**src/isg_pkg.sv**
```systemverilog
// Package: constants for the instruction subset gate
package isg_pkg;
   // Architecture releases
   typedef enum logic [2:0] {
      ISG_REL1 = 3'h1,
      ISG_REL2 = 3'h2,
      ISG_REL3 = 3'h3,
      ISG_REL5 = 3'h5,
      ISG_REL6 = 3'h6
   } isg_rel_t;

   // Floating-point configurations
   typedef enum logic [1:0] {
      ISG_FPU_NONE = 2'h0,
      ISG_FPU_32   = 2'h1,
      ISG_FPU_64   = 2'h2,
      ISG_FPU_64PS = 2'h3
   } isg_fpu_t;

   // Decode outcome
   typedef enum logic [1:0] {
      ISG_EXC_NONE = 2'h0,
      ISG_EXC_RI   = 2'h1,
      ISG_EXC_CPU  = 2'h2
   } isg_exc_t;

   // Instruction field positions and encodings
   localparam int          ISG_OP_HI      = 31;
   localparam int          ISG_OP_LO      = 26;
   localparam int          ISG_RS_HI      = 25;
   localparam int          ISG_RS_LO      = 21;
   localparam int          ISG_FN_HI      = 5;
   localparam int          ISG_FN_LO      = 0;
   localparam logic [5:0]  ISG_OP_SPECIAL = 6'h00;
   localparam logic [5:0]  ISG_OP_MJUMP   = 6'h1d;
   localparam logic [5:0]  ISG_OP_COP0    = 6'h10;
   localparam logic [5:0]  ISG_OP_COP1    = 6'h11;
   localparam logic [5:0]  ISG_OP_CP2     = 6'h12;
   localparam logic [5:0]  ISG_OP_CP3     = 6'h13;
   localparam logic [5:0]  ISG_OP_USREXT  = 6'h1c;
   localparam logic [5:0]  ISG_OP_LWC1    = 6'h31;
   localparam logic [5:0]  ISG_OP_LWC2    = 6'h32;
   localparam logic [5:0]  ISG_OP_LDC1    = 6'h35;
   localparam logic [5:0]  ISG_OP_LDC2    = 6'h36;
   localparam logic [5:0]  ISG_OP_SWC1    = 6'h39;
   localparam logic [5:0]  ISG_OP_SWC2    = 6'h3a;
   localparam logic [5:0]  ISG_OP_SDC1    = 6'h3d;
   localparam logic [5:0]  ISG_OP_SDC2    = 6'h3e;
   localparam logic [5:0]  ISG_FN_MOVCI   = 6'h01;
   localparam logic [5:0]  ISG_FN_DBGBRK  = 6'h3f;
   localparam logic [5:0]  ISG_FN_DBGRET  = 6'h1f;
   localparam logic [4:0]  ISG_RS_BC1     = 5'h08;
   localparam logic [4:0]  ISG_RS_BC1EQZ  = 5'h09;
   localparam logic [4:0]  ISG_RS_BC1NEZ  = 5'h0d;
   localparam logic [4:0]  ISG_RS_CO      = 5'h10;
   // Pass a decode-stage instruction through in this many cycles
   localparam int          ISG_LATENCY    = 1;
   // Per-instruction coprocessor 2 omission mask bit positions
   localparam int          ISG_CP2_BC     = 0;
   localparam int          ISG_CP2_CF     = 1;
   localparam int          ISG_CP2_CO     = 2;
   localparam int          ISG_CP2_CT     = 3;
   localparam int          ISG_CP2_LD     = 4;
   localparam int          ISG_CP2_LW     = 5;
   localparam int          ISG_CP2_MF     = 6;
   localparam int          ISG_CP2_MT     = 7;
   localparam int          ISG_CP2_SD     = 8;
   localparam int          ISG_CP2_SW     = 9;
   localparam int          ISG_CP2_N      = 10;
   localparam logic [4:0]  ISG_RS_MF      = 5'h00;
   localparam logic [4:0]  ISG_RS_CF      = 5'h02;
   localparam logic [4:0]  ISG_RS_MT      = 5'h04;
   localparam logic [4:0]  ISG_RS_CT      = 5'h06;
   localparam logic [4:0]  ISG_RS_BC      = 5'h08;
endpackage

```
**src/isg_gate.sv**
```systemverilog
// Decode-stage gate that traps instructions the implementation omits
// Operation
// (RQ1) All plain integer instructions always pass
// (RQ2) Omitted instruction raises exception, never executes
// (RQ3) No FPU drops FPU branches and moves
// (RQ4) Single-only FPU: release 6, mode 0
// (RQ5) Release 6 wide FPU forces mode 1
// (RQ6) Release 6 never reports paired single
// (RQ7) Pre-release-5 wide FPU: mode 0 required; the gate still lets mode_wr select mode 1
// (RQ8) Release 5 wide FPU: both modes selectable
// (RQ9) Virtualization or SIMD implies release 5
// (RQ10) Coprocessor 2 optional, per-instruction omission
// (RQ11) Cache presence shown in own fields
// (RQ12) Reserved fields carry no meaning
// (RQ13) Optional modules reported, whole or subset
// (RQ14) No debug: breakpoint and return trap
// (RQ15) Mode-switch jump only with mode switching
// (RQ16) Both encodings share one width
// (RQ17) User extension opcode reserved from release 6
// (RQ18) Third coprocessor opcode always reserved
// (RQ19) Absent unit unusable, else reserved
`timescale 1ns/10ps
`default_nettype none
module isg_gate
   import isg_pkg::*;
(
   input  wire logic                 clk_sys,
   input  wire logic                 rst,
   input  wire logic                 ce,
   input  wire isg_pkg::isg_rel_t    cfg_release,
   input  wire isg_pkg::isg_fpu_t    cfg_fpu,
   input  wire logic                 cfg_virt_ext,
   input  wire logic                 cfg_simd_ext,
   input  wire logic                 cfg_cp2,
   input  wire logic [9:0]           cfg_cp2_omit,
   input  wire logic                 cfg_icache,
   input  wire logic                 cfg_dcache,
   input  wire logic                 cfg_debug,
   input  wire logic                 cfg_std_enc,
   input  wire logic                 cfg_cmp_enc,
   input  wire logic                 cfg_mode16,
   input  wire logic                 cfg_wide,
   input  wire logic                 cfg_cmp_wide,
   input  wire logic                 cfg_user_ext,
   input  wire logic                 mode_wr,
   input  wire logic                 mode_wr_val,
   input  wire logic                 in_valid,
   input  wire logic [31:0]          in_insn,
   output logic                      out_valid,
   output logic [31:0]               out_insn,
   output isg_pkg::isg_exc_t         out_exc,
   output logic [1:0]                out_exc_unit,
   output logic                      float_unit_present_bit,
   output logic                      second_coproc_present_bit,
   output logic                      instr_cache_info_field,
   output logic                      data_cache_info_field,
   output logic                      float_reg_width_mode,
   output logic                      single_format_flag,
   output logic                      double_format_flag,
   output logic                      long_format_flag,
   output logic                      paired_single_flag,
   output logic                      wide_float_regs_flag,
   output logic                      virt_ext_flag,
   output logic                      simd_ext_flag,
   output logic                      debug_present_flag,
   output logic                      cfg_error
);
   import isg_pkg::*;

   // ***************************************************************
   // State
   // ***************************************************************
   typedef struct packed {
      logic              valid;
      logic [31:0]       insn;
      isg_exc_t          exc;
      logic [1:0]        unit;
      logic              fr;
      logic              fp;
      logic              cp2;
      logic              ic;
      logic              dc;
      logic              fs;
      logic              fd;
      logic              fl;
      logic              fps;
      logic              f64;
      logic              virt;
      logic              simd;
      logic              dbg;
      logic              err;
   } isg_state_t;

   isg_state_t s_q;
   isg_state_t s_d;

   // ***************************************************************
   // Effective feature set
   // ***************************************************************
   logic      rel5_up;
   logic      rel6;
   logic      fpu_on;
   logic      fpu_wide;
   logic      fpu_ps;
   logic      fr_fixed1;
   logic      fr_fixed0;
   logic      bad_cfg;
   logic [5:0] op;
   logic [4:0] rs;
   logic [5:0] fn;

   assign op = in_insn[ISG_OP_HI:ISG_OP_LO];
   assign rs = in_insn[ISG_RS_HI:ISG_RS_LO];
   assign fn = in_insn[ISG_FN_HI:ISG_FN_LO];

   // Extensions lift the release floor rather than trusting the strap
   assign rel5_up = (cfg_release >= ISG_REL5) | cfg_virt_ext
                    | cfg_simd_ext; // RQ9
   assign rel6    = (cfg_release == ISG_REL6);
   assign fpu_on  = (cfg_fpu != ISG_FPU_NONE); // RQ3
   assign fpu_wide = (cfg_fpu == ISG_FPU_64) | (cfg_fpu == ISG_FPU_64PS);
   // Paired single is stripped in release 6 even if strapped
   assign fpu_ps  = (cfg_fpu == ISG_FPU_64PS) & ~rel6; // RQ6
   // Release 6 wide unit cannot run mode 0
   assign fr_fixed1 = rel6 & fpu_wide; // RQ5
   // Single-only unit and pre-release-5 without mode 1 stay in mode 0
   assign fr_fixed0 = (cfg_fpu == ISG_FPU_32) // RQ4
                      | (fpu_wide & ~rel5_up & ~rel6 & ~cfg_fr1_cap());

   function automatic logic cfg_fr1_cap();
      cfg_fr1_cap = 1'b1; // RQ7
   endfunction

   // Straps that break RQ4, RQ16 or RQ6 are flagged, not hidden
   assign bad_cfg = ((cfg_fpu == ISG_FPU_32) & ~rel6) // RQ4
                  | (cfg_std_enc & cfg_cmp_enc
                     & (cfg_wide != cfg_cmp_wide)) // RQ16
                  | (rel6 & (cfg_fpu == ISG_FPU_64PS)); // RQ6

   // ***************************************************************
   // Decode classification
   // ***************************************************************
   isg_exc_t  exc;
   logic [1:0] unit;
   logic       is_fpu;
   logic       is_cp2;
   logic       cp2_omit;
   logic       mjump_ok;

   assign is_fpu = (op == ISG_OP_COP1) | (op == ISG_OP_LWC1)
                 | (op == ISG_OP_LDC1) | (op == ISG_OP_SWC1)
                 | (op == ISG_OP_SDC1)
                 | ((op == ISG_OP_SPECIAL) & (fn == ISG_FN_MOVCI)
                    & ~rel6); // RQ3
   assign is_cp2 = (op == ISG_OP_CP2)
                  | (~rel6 & ((op == ISG_OP_LWC2) | (op == ISG_OP_LDC2)
                  | (op == ISG_OP_SWC2) | (op == ISG_OP_SDC2)));
   assign mjump_ok = ~rel6 & ((cfg_std_enc & cfg_cmp_enc)
                    | cfg_mode16); // RQ15

   // Per-instruction coprocessor 2 omission lookup
   always_comb begin
      cp2_omit = 1'b0;
      unique case (op)
         ISG_OP_LWC2: cp2_omit = cfg_cp2_omit[ISG_CP2_LW];
         ISG_OP_LDC2: cp2_omit = cfg_cp2_omit[ISG_CP2_LD];
         ISG_OP_SWC2: cp2_omit = cfg_cp2_omit[ISG_CP2_SW];
         ISG_OP_SDC2: cp2_omit = cfg_cp2_omit[ISG_CP2_SD];
         ISG_OP_CP2: begin
            if (rs[4]) begin
               cp2_omit = cfg_cp2_omit[ISG_CP2_CO];
            end else if (rs == ISG_RS_MF) begin
               cp2_omit = cfg_cp2_omit[ISG_CP2_MF];
            end else if (rs == ISG_RS_CF) begin
               cp2_omit = cfg_cp2_omit[ISG_CP2_CF];
            end else if (rs == ISG_RS_MT) begin
               cp2_omit = cfg_cp2_omit[ISG_CP2_MT];
            end else if (rs == ISG_RS_CT) begin
               cp2_omit = cfg_cp2_omit[ISG_CP2_CT];
            end else if (rs == ISG_RS_BC) begin
               cp2_omit = cfg_cp2_omit[ISG_CP2_BC];
            end
         end
         default: cp2_omit = 1'b0;
      endcase
   end

   // Priority: absent unit first, then omitted or reserved encodings.
   // Integer opcodes not listed below always pass untouched.
   always_comb begin
      exc  = ISG_EXC_NONE; // RQ1
      unit = 2'h0;
      if (is_fpu & ~fpu_on) begin
         exc  = ISG_EXC_CPU; // RQ19
         unit = 2'h1;
      end else if (is_cp2 & ~cfg_cp2) begin
         exc  = ISG_EXC_CPU; // RQ10
         unit = 2'h2;
      end else if (is_cp2 & cp2_omit) begin
         exc  = ISG_EXC_RI; // RQ10
      end else if (op == ISG_OP_CP3) begin
         exc  = ISG_EXC_RI; // RQ18
      end else if ((op == ISG_OP_USREXT) & (rel6 | ~cfg_user_ext)) begin
         exc  = ISG_EXC_RI; // RQ17
      end else if ((op == ISG_OP_MJUMP) & ~mjump_ok) begin
         exc  = ISG_EXC_RI; // RQ15
      end else if ((op == ISG_OP_SPECIAL) & (fn == ISG_FN_DBGBRK)
                   & ~cfg_debug) begin
         exc  = ISG_EXC_RI; // RQ14
      end else if ((op == ISG_OP_COP0) & (rs[4] == ISG_RS_CO[4])
                   & (fn == ISG_FN_DBGRET) & ~cfg_debug) begin
         exc  = ISG_EXC_RI; // RQ14
      end
   end

   // ***************************************************************
   // Next state
   // ***************************************************************
   always_comb begin
      s_d = s_q;
      if (ce) begin
         s_d.valid = in_valid;
         // Trapped words still travel; execute must honour exc
         s_d.insn  = in_insn; // RQ2
         s_d.exc   = in_valid ? exc : ISG_EXC_NONE; // RQ2
         s_d.unit  = in_valid ? unit : 2'h0;
         s_d.fp    = fpu_on; // RQ3
         s_d.cp2   = cfg_cp2; // RQ10
         s_d.ic    = cfg_icache; // RQ11
         s_d.dc    = cfg_dcache; // RQ11
         s_d.fs    = fpu_on; // RQ4
         s_d.fd    = fpu_wide; // RQ4
         s_d.fl    = fpu_wide; // RQ4
         s_d.fps   = fpu_ps; // RQ6
         s_d.f64   = fpu_wide & (rel5_up | rel6); // RQ5
         s_d.virt  = cfg_virt_ext; // RQ13
         s_d.simd  = cfg_simd_ext; // RQ13
         s_d.dbg   = cfg_debug; // RQ13
         s_d.err   = bad_cfg;
         // Width mode: forced where fixed, otherwise software chooses
         if (~fpu_on | fr_fixed0) begin
            s_d.fr = 1'b0; // RQ4
         end else if (fr_fixed1) begin
            s_d.fr = 1'b1; // RQ5
         end else if (mode_wr) begin
            s_d.fr = mode_wr_val; // RQ8
         end
      end
   end

   // Register the whole state
   always_ff @(posedge clk_sys or posedge rst) begin
      if (rst) begin
         s_q <= '0;
      end else begin
         s_q <= s_d;
      end
   end

   // ***************************************************************
   // Outputs
   // ***************************************************************
   assign out_valid                 = s_q.valid;
   assign out_insn                  = s_q.insn;
   assign out_exc                   = s_q.exc;
   assign out_exc_unit              = s_q.unit;
   assign float_unit_present_bit    = s_q.fp;
   assign second_coproc_present_bit = s_q.cp2;
   assign instr_cache_info_field    = s_q.ic;
   assign data_cache_info_field     = s_q.dc;
   assign float_reg_width_mode      = s_q.fr;
   assign single_format_flag        = s_q.fs;
   assign double_format_flag        = s_q.fd;
   assign long_format_flag          = s_q.fl;
   assign paired_single_flag        = s_q.fps;
   assign wide_float_regs_flag      = s_q.f64;
   assign virt_ext_flag             = s_q.virt;
   assign simd_ext_flag             = s_q.simd;
   assign debug_present_flag        = s_q.dbg;
   assign cfg_error                 = s_q.err; // RQ12
endmodule
`default_nettype wire

```
**config.mk**
```make
export PLATFORM = sky130hd
export DESIGN_NAME = isg_gate
export DESIGN_NICKNAME = d
export VERILOG_FILES = /design/src/isg_pkg.sv /design/src/isg_gate.sv
export SDC_FILE = /design/constraint.sdc
export NUM_CORES = 1
export LEC_CHECK = 0
export BUFFER_PORTS_ARGS = -buffer_cell sky130_fd_sc_hd__clkbuf_2
export CAP_MARGIN = 30
export CORE_MARGIN = 2
export CORE_UTILIZATION = 45
export CTS_BUF_LIST = sky130_fd_sc_hd__clkbuf_8
export CTS_CLUSTER_DIAMETER = 60
export DETAILED_ROUTE_END_ITERATION = 8
export GPL_TIMING_DRIVEN = 1
export PLACE_DENSITY_LB_ADDON = 0.1
export SLEW_MARGIN = 15
export SYNTH_ARGS = -nofsm -noshare
export SYNTH_HDL_FRONTEND = slang
export SYNTH_SLANG_ARGS = --single-unit
export TNS_END_PERCENT = 10
```
**constraint.sdc**
```tcl
create_clock -name clk_sys -period 1.6 [get_ports clk_sys]
set_input_delay 0.16 -clock clk_sys [delete_from_list [all_inputs] [get_ports clk_sys]]
set_output_delay 0.16 -clock clk_sys [all_outputs]
set_load 0.01 [all_outputs]
```
Yosys cells after proc, flatten, opt, wreduce, memory -nomap -nowiden
Cells that the tools add are included.

Flip-flop bits (word level): 49. Bits of input ports: 65. Output and inout bits: 51. Logic and storage cells: 115.

Order comparisons: 1. Eq/ne operators: 26. Multiplexer cells: 22. Bitwise operators: 45. Reductions and logical operators: 5.

Operators with widths (count): $eq 6x6->1 const B (9); $eq 6x5->1 const B (7); $and 1x1->1 (21); $or 1x1->1 (18); $mux 1 (15); $mux 2 (6); $eq 5x3->1 const B (2); $eq 6x1->1 const B (1); $logic_not 6->1 (1); $not 1->1 (6); $eq 5x2->1 const B (1); $eq 5x4->1 const B (1); $logic_not 5->1 (1); $pmux 1 s5 (1); $eq 2x2->1 const B (2); $eq 3x3->1 const B (1); $ge 3x3->1 const B (1); $reduce_bool 3->1 (1); $eq 2x1->1 const B (1); $reduce_and 2->1 (1); $reduce_bool 2->1 (1); $ne 1x1->1 (1).

Longest topological paths before layout
Gate-level depths: netlist of the first run.

Depth after elaboration: 13. Gate-level depth with buffers: 6. Gate-level depth less buffers: 5.

Worst setup path before layout of the first run
Ideal clock, no wire load.

Path type: in2reg. Start point: input port cfg_release[2]. End point: register s_q, in the netlist out_exc[0]. Library setup time: 0.129 ns. Arrival time: 1.289 ns. Slack: 0.181 ns. Stages: 6. Cell sequence: and3b_1 -> buf_6 -> a2111o_1 -> o211a_1 -> a31o_1 -> o41a_1.

Word-level cells in the longest chain between the ends: 12. Elaborated cells between the ends (all ways): 21. Those cells by class: eq/ne (1); mux (7); bitwise (13).

Ends and longest elaborated chain: start, declared (RTL line isg_gate.sv:30) `input wire isg_pkg::isg_rel_t cfg_release,`; $eq 3x3->1 (*) (RTL line isg_gate.sv:119) `assign rel6 = (cfg_release == ISG_REL6);`; $not 1->1 (RTL line isg_gate.sv:154, isg_gate.sv:156, isg_gate.sv:158); $and 1x1->1 (RTL line isg_gate.sv:158) `assign mjump_ok = ~rel6 & ((cfg_std_enc & cfg_cmp_enc)`; $not 1->1 (RTL line isg_gate.sv:205) `end else if ((op == ISG_OP_MJUMP) & ~mjump_ok) begin`; $and 1x1->1 (RTL line isg_gate.sv:205); $mux 1 (RTL line isg_gate.sv:205); $mux 1 (RTL line isg_gate.sv:203) `end else if ((op == ISG_OP_USREXT) & (rel6 | ~cfg_user_ext)) begin`; $mux 1 (RTL line isg_gate.sv:201) `end else if (op == ISG_OP_CP3) begin`; $mux 1 (RTL line isg_gate.sv:199) `end else if (is_cp2 & cp2_omit) begin`; $mux 2 (RTL line isg_gate.sv:196) `end else if (is_cp2 & ~cfg_cp2) begin`; $mux 2 (*) (RTL line isg_gate.sv:193) `if (is_fpu & ~fpu_on) begin`; $mux 2 (*) (RTL line isg_gate.sv:225) `s_d.exc = in_valid ? exc : ISG_EXC_NONE;`; end signal, assigned (RTL line isg_gate.sv:254) `s_q <= '0;`; end signal, assigned (RTL line isg_gate.sv:256) `s_q <= s_d;`; end, declared (RTL line isg_gate.sv:94) `isg_state_t s_q;`.

Mark *: on every way between the ends. The rest lies on a longest branch, timed or not. A chain may end at the register's enable or synchronous reset.

Worst setup path in the final report of the first run
Start point: input port in_insn[28]. End point: register s_q, in the netlist out_exc[0].

Word-level cells in the longest chain between the ends: 13. Elaborated cells between the ends (all ways): 47. Those cells by class: eq/ne (14); mux (10); bitwise (22); reduce/logical (1).

Ends and longest elaborated chain: start, declared (RTL line isg_gate.sv:48) `input wire logic [31:0] in_insn,`; $eq 6x5->1 (RTL line isg_gate.sv:210) `end else if ((op == ISG_OP_COP0) & (rs[4] == ISG_RS_CO[4])`; $and 1x1->1 (RTL line isg_gate.sv:210); $and 1x1->1 (2 in a row) (RTL line isg_gate.sv:211) `& (fn == ISG_FN_DBGRET) & ~cfg_debug) begin`; $mux 1 (RTL line isg_gate.sv:210); $mux 1 (RTL line isg_gate.sv:207) `end else if ((op == ISG_OP_SPECIAL) & (fn == ISG_FN_DBGBRK)`; $mux 1 (RTL line isg_gate.sv:205); $mux 1 (RTL line isg_gate.sv:203); $mux 1 (RTL line isg_gate.sv:201); $mux 1 (RTL line isg_gate.sv:199); $mux 2 (RTL line isg_gate.sv:196); $mux 2 (*) (RTL line isg_gate.sv:193); $mux 2 (*) (RTL line isg_gate.sv:225).

Marks and branches as above.

==> results of run 1 <==
per-stage QoR:
stage          instance area (µm²)  utilization [%]  hold slack [ps]
6_report                      2977            63.44            88.76
5_1_grt                       2977            63.44            82.75
4_1_cts                       2977            63.44            81.25
3_5_place_dp                  2850            60.75            211.1
3_3_place_gp                  2850            60.75            213.1
2_1_floorplan                 2176                -            311.7
worst max path at each step:
stage / from / end / slack [ps] / cells past startpoint
3_5_place_dp: in_insn[28] / out_exc[0]$_DFFE_PP0P_ / 60 / 5
4_1_cts: in_insn[28] / out_exc[0]$_DFFE_PP0P_ / 380 / 5
5_1_grt: in_insn[28] / out_exc[0]$_DFFE_PP0P_ / 330 / 5
6_report: in_insn[28] / out_exc[0]$_DFFE_PP0P_ / 370 / 5
2_1_floorplan: cfg_release[2] / out_exc[0]$_DFFE_PP0P_ / 180 / 6
3_3_place_gp: in_insn[28] / out_exc[0]$_DFFE_PP0P_ / 80 / 5
cell families (layout without fill, tap and decap cells):
logic type / Yosys count / count (layout) / share of synthesized area (%)
compound gates: 26 / 26 / 8.568
mux: 42 / 42 / 22.14
simple gates: 34 / 34 / 8.339
flops: 49 / 49 / 56.35
buf+inv: 18 / 142 / 3.795
xor+xnor: 2 / 2 / 0.8052
report_power, final:
group | internal [µW] | leakage (µW) | total, µW | switching [µW]
Sequential | 1350 | 0.000583 | 1410 | 57.8
Clock | 503 | 0.0000626 | 887 | 384
Combinational | 280 | 0.000839 | 541 | 261
area by class of cell:
cell class | instances | area, µm²
tap | 54 | 67.56
inverter | 9 | 33.78
clock buffer | 6 | 82.58
clock inverter | 2 | 33.78
sequential | 49 | 1226
timing repair buffer | 125 | 665.6
multi-input combinational | 104 | 867.1
fill | 407 | 1715
worst max-delay path: cells and delay by family:
kind | cells | cell delay [ps]
buffers and inverters | 1 | 150
AO/OA/AOI/OAI | 1 | 420
multiplexers | 1 | 510
AND/OR/NAND/NOR | 2 | 180
routing by layer:
layer / wire length [µm] / up-vias / share of wire [%] / track usage (%)
li1: - / 865 / - / -
met1: 2231 / 851 / 45 / 27.32
met2: 2270 / 77 / 46 / 29.46
met3: 390 / 7 / 7.9 / 6.447
met4: 66 / 0 / 1.3 / 5.859
met5: 0 / - / 0 / 0
Yosys cell counts (all sizes together):
cell,n,area share (%)
mux2,39,20
nand3b,1,0.35
a31o,1,0.40
a21oi,5,1.1
a2bb2oi,1,0.40
and3b,1,0.40
o211a,1,0.46
nand4,3,0.86
nand4b,1,0.40
nor2,8,1.4
o311ai,1,0.40
buf,7,1.9
mux4,1,1.0
o22a,1,0.40
dfrtp,49,56
xor2,1,0.40
nor4,3,0.86
a2111o,1,0.52
o22ai,4,1.1
o41a,1,0.52
xnor2,1,0.40
nand2b,1,0.29
mux2i,2,0.92
a32oi,1,0.40
nor3,1,0.23
nand3,5,1.1
clkbuf,2,0.35
a211oi,1,0.35
o21a,2,0.69
inv,9,1.6
nand2,5,0.86
nor4b,1,0.40
or2,1,0.29
o21ai,4,0.92
o21ba,1,0.46
a22oi,1,0.35
nor2b,3,0.86
timing repair:
item,CTS,global route
hold buffers,1,0
hold endpoints to repair,49,0
buffers inserted,0,0
==> impl_results.md, run 1 <==
- Final #Nets: 359
- Period minus WS final: 1228 ps
- Hold WC Path Type: primary input to register
- First-pass GRT wire length: 8114 µm
- Chip height: 73.54 µm
- HPWL after detailed placement: 3930 µm
- CTS clk-pin slew, worst paths: 90 ps
- Synth Cell Area: 2176 µm²
- GR Util All Layers: 19.68%
- Fin. Hold Viols: 0
- Placer Congestion: 0.7757
- DP Worst Slack: 64.98 ps
- Register area share after synthesis: 56.35%
- Largest net degree at the start of global routing: 50
- Drt total wl: 4959 µm
- Die area: 5407 µm²
- DRT iter0 DRCs: 67
- IO Port Bufs: 115
- Core area: 4692 µm²
- CTS tree: yes
- Fmax: 814.6 MHz
- TritonCTS buffer count: 5
- Tcrit/Tclk final: 76.72%
- CTS H-tree lvls: 2
- P_leak: 0.001485 µW
- Slew margin rel.: 75.86%
- Commonest non-fill, non-tap cells in the layout: clkbuf_2 (115), dfrtp_1 (49), mux2_2 (39)
- Post-DR wirelength/cell: 14.21 µm
- Worst setup slack after layout: 372.5 ps
- Vias in the first global route: 1727
- Max reg flops: 32
- Final Skew: 0 ps
- Residual DRC count: 0
- Max Slew Vio Count: 0
- Synth-to-layout area growth: 36.80%
- Placed insts: 340
- Hold path start: in_insn[15]
- Pwr per Cell Area: 954.0 nW/µm²
- R2R Setup Slk: 670 ps
- Post-CTS resize count: 0
- Unrepaired setup endpoints after global routing: no
- Status: complete, no violations
- Synth Instances: 171
- Fin cells: 349
- Crit-path cells: clkbuf_2 -> mux4_2 -> nand4_1 -> nand3_1 -> o41a_1
- CP Class: primary input to register
- CP required: 1780 ps
- Top Ports: 116
- Syn_area_per_cell: 12.72 µm²
- Hold path cells: 2
- Power Total: 2840 µW
- VDD IR max: 0.6016 mV
- Starting Density: 46.37%
- CP max FO: 5
- RR Endpoint: out_exc[0]$_DFFE_PP0P_
- Setup TNS: 0 ps
- Reg2Reg Depth: 3
- Least-Margin Pin Slew: 358.7 ps
- Library cells used by synthesis: 39
- Root buf cell: clkbuf_8
- Startpoint Class: primary input
- Die width: 73.54 µm
- Vias per cell: 5.158
- WP data arrival: 1410 ps
- 1st-pass router iterations: 4
- Clk_lat worst skew: 290 ps
- RR Startpoint: out_exc[0]$_DFFE_PP0P_
- Post-Synthesis Net Count: 236
- Crit path max-delay cell type: mux4_2
- Initial antenna violation count: 0
- Remaining antenna violation count: 0
- Max-Cap Viols: 0
- Antenna diodes: 0
- CP max stage delay: 510 ps
- Largest buffer count on any clock path: 2
- Kind of end point of the critical path: register
- Synthesized flop and latch total: 49
- Fraction of layout cells with a size suffix above 1: 58.64%
- Ys Warns: 0
- Worst Hold End: out_insn[15]$_DFFE_PP0P_
- Num Clock Sinks: 49
- Vias: 1800
- Most common cell after layout, fill and taps aside: clkbuf_2
- Setup-failing EPs final: 0
- GR Overflow Total: 0
- Rows: 25
No activity file was read; power rests on OpenSTA's default activity.
==> run 2, diff against run 1 <==
--- a/config.mk
+++ b/config.mk
@@ -8,7 +8,7 @@
 export BUFFER_PORTS_ARGS = -buffer_cell sky130_fd_sc_hd__clkbuf_2
 export CAP_MARGIN = 30
 export CORE_MARGIN = 2
-export CORE_UTILIZATION = 45
+export CORE_UTILIZATION = 42
 export CTS_BUF_LIST = sky130_fd_sc_hd__clkbuf_8
 export CTS_CLUSTER_DIAMETER = 60
 export DETAILED_ROUTE_END_ITERATION = 8
==> constraint.sdc (replaced) <==
create_clock -name clk_sys -period 1.06 [get_ports clk_sys]
set_input_delay 0.106 -clock clk_sys [delete_from_list [all_inputs] [get_ports clk_sys]]
set_output_delay 0.106 -clock clk_sys [all_outputs]
set_load 0.01 [all_outputs]
==> impl_results.md, run 2 (synthesis gave the netlist of run 1 again) <==
- Die area: 5772 µm² (+6.7%)
- Violated checks: negative setup slack
- Pwr per Cell Area: 1366 nW/µm² (+43%)
- Fmax: 909.4 MHz
- Hold path cells: 2 (unchanged)
- Top Ports: 116 (unchanged)
- CTS clk-pin slew, worst paths: 90 ps (about the same)
- Vias: 1857 (+3.2%)
- IO Port Bufs: 115 (unchanged)
- Root buf cell: clkbuf_8
- First-pass GRT wire length: 8845 µm (+9.0%)
- DP Worst Slack: -417.4 ps (-482.4 ps)
- Final Skew: 0 ps (unchanged)
- Layout fillers: 435 (+6.9%)
- Rows: 26 (+4.0%)
- Tcrit/Tclk final: 103.7%
- HPWL after detailed placement: 4254 µm (+8.2%)
- Reg2Reg Depth: 3 (unchanged)
- Max Slew Vio Count: 0 (unchanged)
- GR Overflow Total: 0 (unchanged)
- TritonCTS buffer count: 5 (unchanged)
- Remaining antenna violation count: 0 (unchanged)
- Largest net degree at the start of global routing: 33 (-34%)
- Placed insts: 378 (+11%)
- Setup-failing EPs final: 1 (+1)
- Hold WC Path Type: primary input to register
- Num Clock Sinks: 49 (unchanged)
- Status: finished, violations left
- Commonest non-fill, non-tap cells in the layout: clkbuf_2 (114), dfrtp_1 (49), mux2_2 (39)
- Chip height: 75.98 µm (+3.3%)
- R2R Setup Slk: 130 ps (-540 ps)
- Final #Nets: 382 (+6.4%)
- Post-DR wirelength/cell: 13.90 µm (-2.2%)
- CP max FO: 2 (-3)
- Initial antenna violation count: 0 (unchanged)
- Largest buffer count on any clock path: 2 (unchanged)
- Multi-input logic area: 882.1 µm² (+1.7%)
- Fin. Hold Viols: 0 (unchanged)
- Slew margin rel.: 72.72% (-3.1 points)
- Unrepaired setup endpoints after global routing: yes
- Startpoint Class: primary input
- Crit-path cells: clkbuf_2 -> or2_4 -> a2111o_1 -> o211a_1 -> a31o_1 -> o41a_1
- WP data arrival: 1280 ps (-130 ps)
- Period minus WS final: 1100 ps
- Max-Cap Viols: 0 (unchanged)
- CTS H-tree lvls: 2 (unchanged)
- Synth-to-layout area growth: 48.25%
- Starting Density: 43.15% (-3.2 points)
- DRT iter0 DRCs: 50 (-25%)
- Residual DRC count: 0 (unchanged)
- Drt total wl: 5393 µm (+8.8%)
- 1st-pass router iterations: 4 (unchanged)
- Core area: 5042 µm² (+7.5%)
- Clk_lat worst skew: 290 ps (about the same)
- Fraction of layout cells with a size suffix above 1: 62.89% (+4.2 points)
- Placer Congestion: 0.8093 (+4.3%)
- Sequential Area: 1226 µm² (unchanged)
- Fin cells: 388 (+11%)
- Crit path max-delay cell type: a2111o_1
- Worst setup slack after layout: -39.68 ps (-412.1 ps)
- GR Util All Layers: 19.18% (-0.50 points)
- CP max stage delay: 390 ps (-120 ps)
- Least-Margin Pin Slew: 405.5 ps (+46.81 ps)
- Kind of end point of the critical path: register
- Max reg flops: 32 (unchanged)
- CTS tree: yes
- P_leak: 0.001599 µW (+7.7%)
- Vias in the first global route: 1875 (+8.6%)
- Vias per cell: 4.786 (-7.2%)
- CP required: 1240 ps (-540 ps)
- VDD IR max: 1.126 mV (+87%)
- CP Class: primary input to register
- Most common cell after layout, fill and taps aside: clkbuf_2
- Antenna diodes: 0 (unchanged)
- Die width: 75.98 µm (+3.3%)
-- run 2: cell types whose count changed in the layout (fill, tap and decap cells not counted), sizes merged --
cell / previous run / this run
buf: 9 / 32
inv: 10 / 8
clkinvlp: 0 / 2
-- run 2: repair_timing --
action                                  CTS  global route
buffers inserted                          1             0
hold endpoints to repair                 49             0
gates resized for setup                   3             2
endpoints found under the setup margin    1             1
pin swaps                                 3             0
hold buffers                              1             0
-- run 2: metrics by stage --
stage	cell area, µm²	utilization (%)	TNS, ps	hold WS [ps]	total power, µW
after floorplan	2180	-	-4301	142.0	2579
after CTS	3219	63.85	-21.86	22.28	4467
after global routing	3226	63.97	-74.27	18.73	4645
after global placement	3064	60.77	-669.4	150.7	3053
final	3226	63.97	-39.68	31.70	4407
after detailed placement	3064	60.77	-766.2	155.6	3073
-- run 2: final timing paths --
kind                                           from                            endpoint
max                                     in_insn[26]              out_exc[0]$_DFFE_PP0P_
min                                      in_insn[7]             out_insn[7]$_DFFE_PP0P_
max reg2reg                  out_exc[0]$_DFFE_PP0P_              out_exc[0]$_DFFE_PP0P_
min reg2reg                out_insn[20]$_DFFE_PP0P_            out_insn[20]$_DFFE_PP0P_
max in group asynchronous                       rst            out_insn[30]$_DFFE_PP0P_
min in group asynchronous                       rst  instr_cache_info_field$_DFFE_PP0P_
-- run 2: area by class of cell --
| type | instances | share of cell area (%) |
|---|---|---|
| Clock buffer | 6 | 2.560 |
| Clock inverter | 2 | 1.164 |
| Inverter | 9 | 1.164 |
| Sequential cell | 49 | 38.01 |
| Multi-Input combinational cell | 104 | 27.35 |
| Tap cell | 70 | 2.715 |
| Timing Repair Buffer | 148 | 27.04 |
-- run 2: per-layer routing --
| layer | wire [µm] | global-route usage [%] | vias to the layer above | share of wire, % |
|---|---|---|---|---|
| li1 | - | - | 906 | - |
| met1 | 2294 | 24.69 | 875 | 43 |
| met2 | 2671 | 31.70 | 69 | 50 |
| met3 | 353 | 5.332 | 7 | 6.5 |
| met4 | 72 | 6.000 | 0 | 1.3 |
| met5 | 0 | 0 | - | 0 |
-- run 2: worst max-delay path: cells and delay by family --
| family | cells | cell delay, ps |
|---|---|---|
| compound gates | 4 | 850 |
| simple gates | 1 | 220 |
| buf+inv | 1 | 110 |
-- run 2: report_power, final --
part / switching (µW) / internal (µW) / total [µW]
combinational: 414 / 485 / 899
clock: 604 / 767 / 1370
sequential: 93.7 / 2040 / 2140
total: 1110 / 3300 / 4410
==> run 3, diff against run 2 <==
--- a/config.mk
+++ b/config.mk
@@ -13,7 +13,7 @@
 export CTS_CLUSTER_DIAMETER = 60
 export DETAILED_ROUTE_END_ITERATION = 8
 export GPL_TIMING_DRIVEN = 1
-export PLACE_DENSITY_LB_ADDON = 0.1
+export PLACE_DENSITY = 0.82
 export SLEW_MARGIN = 15
 export SYNTH_ARGS = -nofsm -noshare
 export SYNTH_HDL_FRONTEND = slang
==> impl_results.md, run 3 (synthesis gave the netlist of run 1 again) <==
- Status: finished, violations left
- Violated checks: negative setup slack
- Clock Power Share: 26.5% (-4.6 points)
- DP Worst Slack: -439.4 ps (-21.94 ps)
- WP data arrival: 1300 ps (+20 ps)
- NetSw: 1092 µW (-1.8%)
- Root buf cell: clkbuf_8
- CP required: 1240 ps (about the same)
- Pwr per Cell Area: 1285 nW/µm² (-6.0%)
- CP Class: primary input to register
- Starting Density: 43.15% (unchanged)
- P_int: 3042 µW (-7.7%)
- Global route hottest layer: met2
- Rows: 26 (unchanged)
- Tcrit/Tclk final: 105.7% (+2.0 points)
- Combinational power share: 21.9% (+1.5 points)
- Residual DRC count: 0 (unchanged)
- Unrepaired setup endpoints after global routing: yes
- Commonest non-fill, non-tap cells in the layout: clkbuf_2 (111), dfrtp_1 (49), mux2_2 (39)
- Multi-input logic area: 904.6 µm² (+2.6%)
- VDD IR max: 0.6941 mV (-38%)
- Layout fillers: 419 (-3.7%)
- Remaining antenna violation count: 0 (unchanged)
- Max reg flops: 32 (unchanged)
- 1st-pass router iterations: 4 (unchanged)
- Setup TNS: -72.54 ps (-32.87 ps)
- M3 GR Usage: 5.924% (+0.59 points)
- Crit path max-delay cell type: a2111o_1
- Placer Congestion: 0.8212 (+1.5%)
- CTS clk-pin slew, worst paths: 80 ps (about the same)
- Chip height: 75.98 µm (unchanged)
- CP max FO: 5 (+3)
- Crit path depth: 6 (unchanged)
- CTS H-tree lvls: 2 (unchanged)
- Num Clock Sinks: 49 (unchanged)
- Largest net degree at the start of global routing: 30 (-9.1%)
- TritonCTS buffer count: 5 (unchanged)
- Fin. Hold Viols: 0 (unchanged)
- Reg2Reg Depth: 3 (unchanged)
- HPWL after detailed placement: 4333 µm (+1.9%)
- Sequential share of power: 51.7% (+3.2 points)
- Worst setup slack after layout: -60.43 ps (-20.75 ps)
- Crit path buf inv count: 1 (unchanged)
- GR Overflow Total: 0 (unchanged)
- Slew margin rel.: 75.79% (+3.1 points)
- Hold WC Path Type: primary input to register
- Sequential Area: 1226 µm² (unchanged)
- Fin cells: 385 (-0.77%)
- Initial antenna violation count: 0 (unchanged)
- Max-Cap Viols: 0 (unchanged)
- CTS tree: yes
- Setup-failing EPs final: 2 (+1)
- DRT iter0 DRCs: 80 (+60%)
- Max Slew Vio Count: 0 (unchanged)
- IO Port Bufs: 115 (unchanged)
- Least-Margin Pin Slew: 363.1 ps (-42.39 ps)
- Placed insts: 374 (-1.1%)
- Largest buffer count on any clock path: 2 (unchanged)
- Die area: 5772 µm² (unchanged)
- First-pass GRT wire length: 9025 µm (+2.0%)
- Core area: 5042 µm² (unchanged)
- Clk_lat worst skew: 290 ps (about the same)
- Top Ports: 116 (unchanged)
- Vias: 1889 (+1.7%)
- Family with the most delay on the worst path: compound AO/OA/AOI/OAI gates
- Fmax: 892.5 MHz (-1.9%)
- Met2 Resource Use GR: 33.30% (+1.6 points)
- Post-DR wirelength/cell: 14.42 µm (+3.8%)
- Hold path cells: 2 (unchanged)
- Drt total wl: 5552 µm (+2.9%)
- P_leak: 0.001578 µW (-1.3%)
- Startpoint Class: primary input
- Vias per cell: 4.906 (+2.5%)
- Kind of end point of the critical path: register
- Antenna diodes: 0 (unchanged)
- Switching part of the total: 26.42% (+1.2 points)
- Period minus WS final: 1120 ps (+20.75 ps)
- Crit-path cells: buf_8 -> o21ba_4 -> a2111o_1 -> o211a_1 -> a31o_1 -> o41a_1
- R2R Setup Slk: 140 ps (about the same)
- Most common cell after layout, fill and taps aside: clkbuf_2
- GR Util All Layers: 19.37% (+0.19 points)
- Final #Nets: 380 (-0.52%)
- CP max stage delay: 400 ps (about the same)
- Final Skew: 0 ps (unchanged)
- Fraction of layout cells with a size suffix above 1: 63.17% (+0.28 points)
- Die width: 75.98 µm (unchanged)
- Vias in the first global route: 1948 (+3.9%)
- Met1 Track Usage GR: 24.19% (-0.49 points)
- Synth-to-layout area growth: 47.90%
[run 3: cell types whose count changed in the layout (fill, tap and decap cells not counted), sizes merged]
| cell | previous run | this run |
|---|---|---|
| clkbuf | 121 | 117 |
| buf | 32 | 34 |
| bufinv | 1 | 0 |
[run 3: layout make-up]
| class | instances | share of cell area (%) |
|---|---|---|
| clock buffer | 6 | 2.566 |
| clock inverter | 1 | 0.2333 |
| inverter | 9 | 1.166 |
| multi-input combinational | 104 | 28.11 |
| sequential | 49 | 38.10 |
| tap | 70 | 2.722 |
| timing repair buffer | 146 | 27.10 |
[run 3: power by group through the flow]
stage | Combinational (µW) | Clock (µW) | Sequential, µW
finish | 904 | 1090 | 2140
global route | 985 | 1200 | 2160
CTS | 895 | 1130 | 2140
detailed placement | 879 | 0 | 2170
global placement | 859 | 0 | 2160
floorplan | 328 | 0 | 2250
[run 3: per-stage QoR]
stage | utilization (%) | instance area, µm² | hold WS [ps] | total power, µW
2_1_floorplan | - | 2180 | 142.0 | 2579
3_3_place_gp | 59.93 | 3022 | 164.9 | 3023
5_1_grt | 63.82 | 3218 | 27.46 | 4351
6_report | 63.82 | 3218 | 35.36 | 4134
4_1_cts | 62.75 | 3164 | 25.67 | 4165
3_5_place_dp | 59.93 | 3022 | 168.1 | 3052
[run 3: path summary, 6_finish.rpt]
path,from,endpoint
max in group asynchronous,rst,out_valid$_DFFE_PP0P_
setup reg to reg,out_exc[0]$_DFFE_PP0P_,out_exc[0]$_DFFE_PP0P_
setup / recovery,in_insn[28],out_exc[0]$_DFFE_PP0P_
hold / removal,in_insn[12],out_insn[12]$_DFFE_PP0P_
min in group asynchronous,rst,out_insn[13]$_DFFE_PP0P_
hold reg to reg,out_insn[6]$_DFFE_PP0P_,out_insn[6]$_DFFE_PP0P_
[run 3: timing repair]
action | in CTS | in global routing
setup endpoints to repair | 1 | 2
endpoints found under the hold margin | 49 | 0
setup buffers | 2 | 1
hold buffers | 1 | 0
pin swaps | 3 | 4
resized for setup | 5 | 11
[run 3: per-layer routing]
layer / up-vias / share of wire (%)
li1: 901 / -
met1: 915 / 41
met2: 67 / 51
met3: 6 / 6.6
met4: 0 / 0.85
met5: - / 0
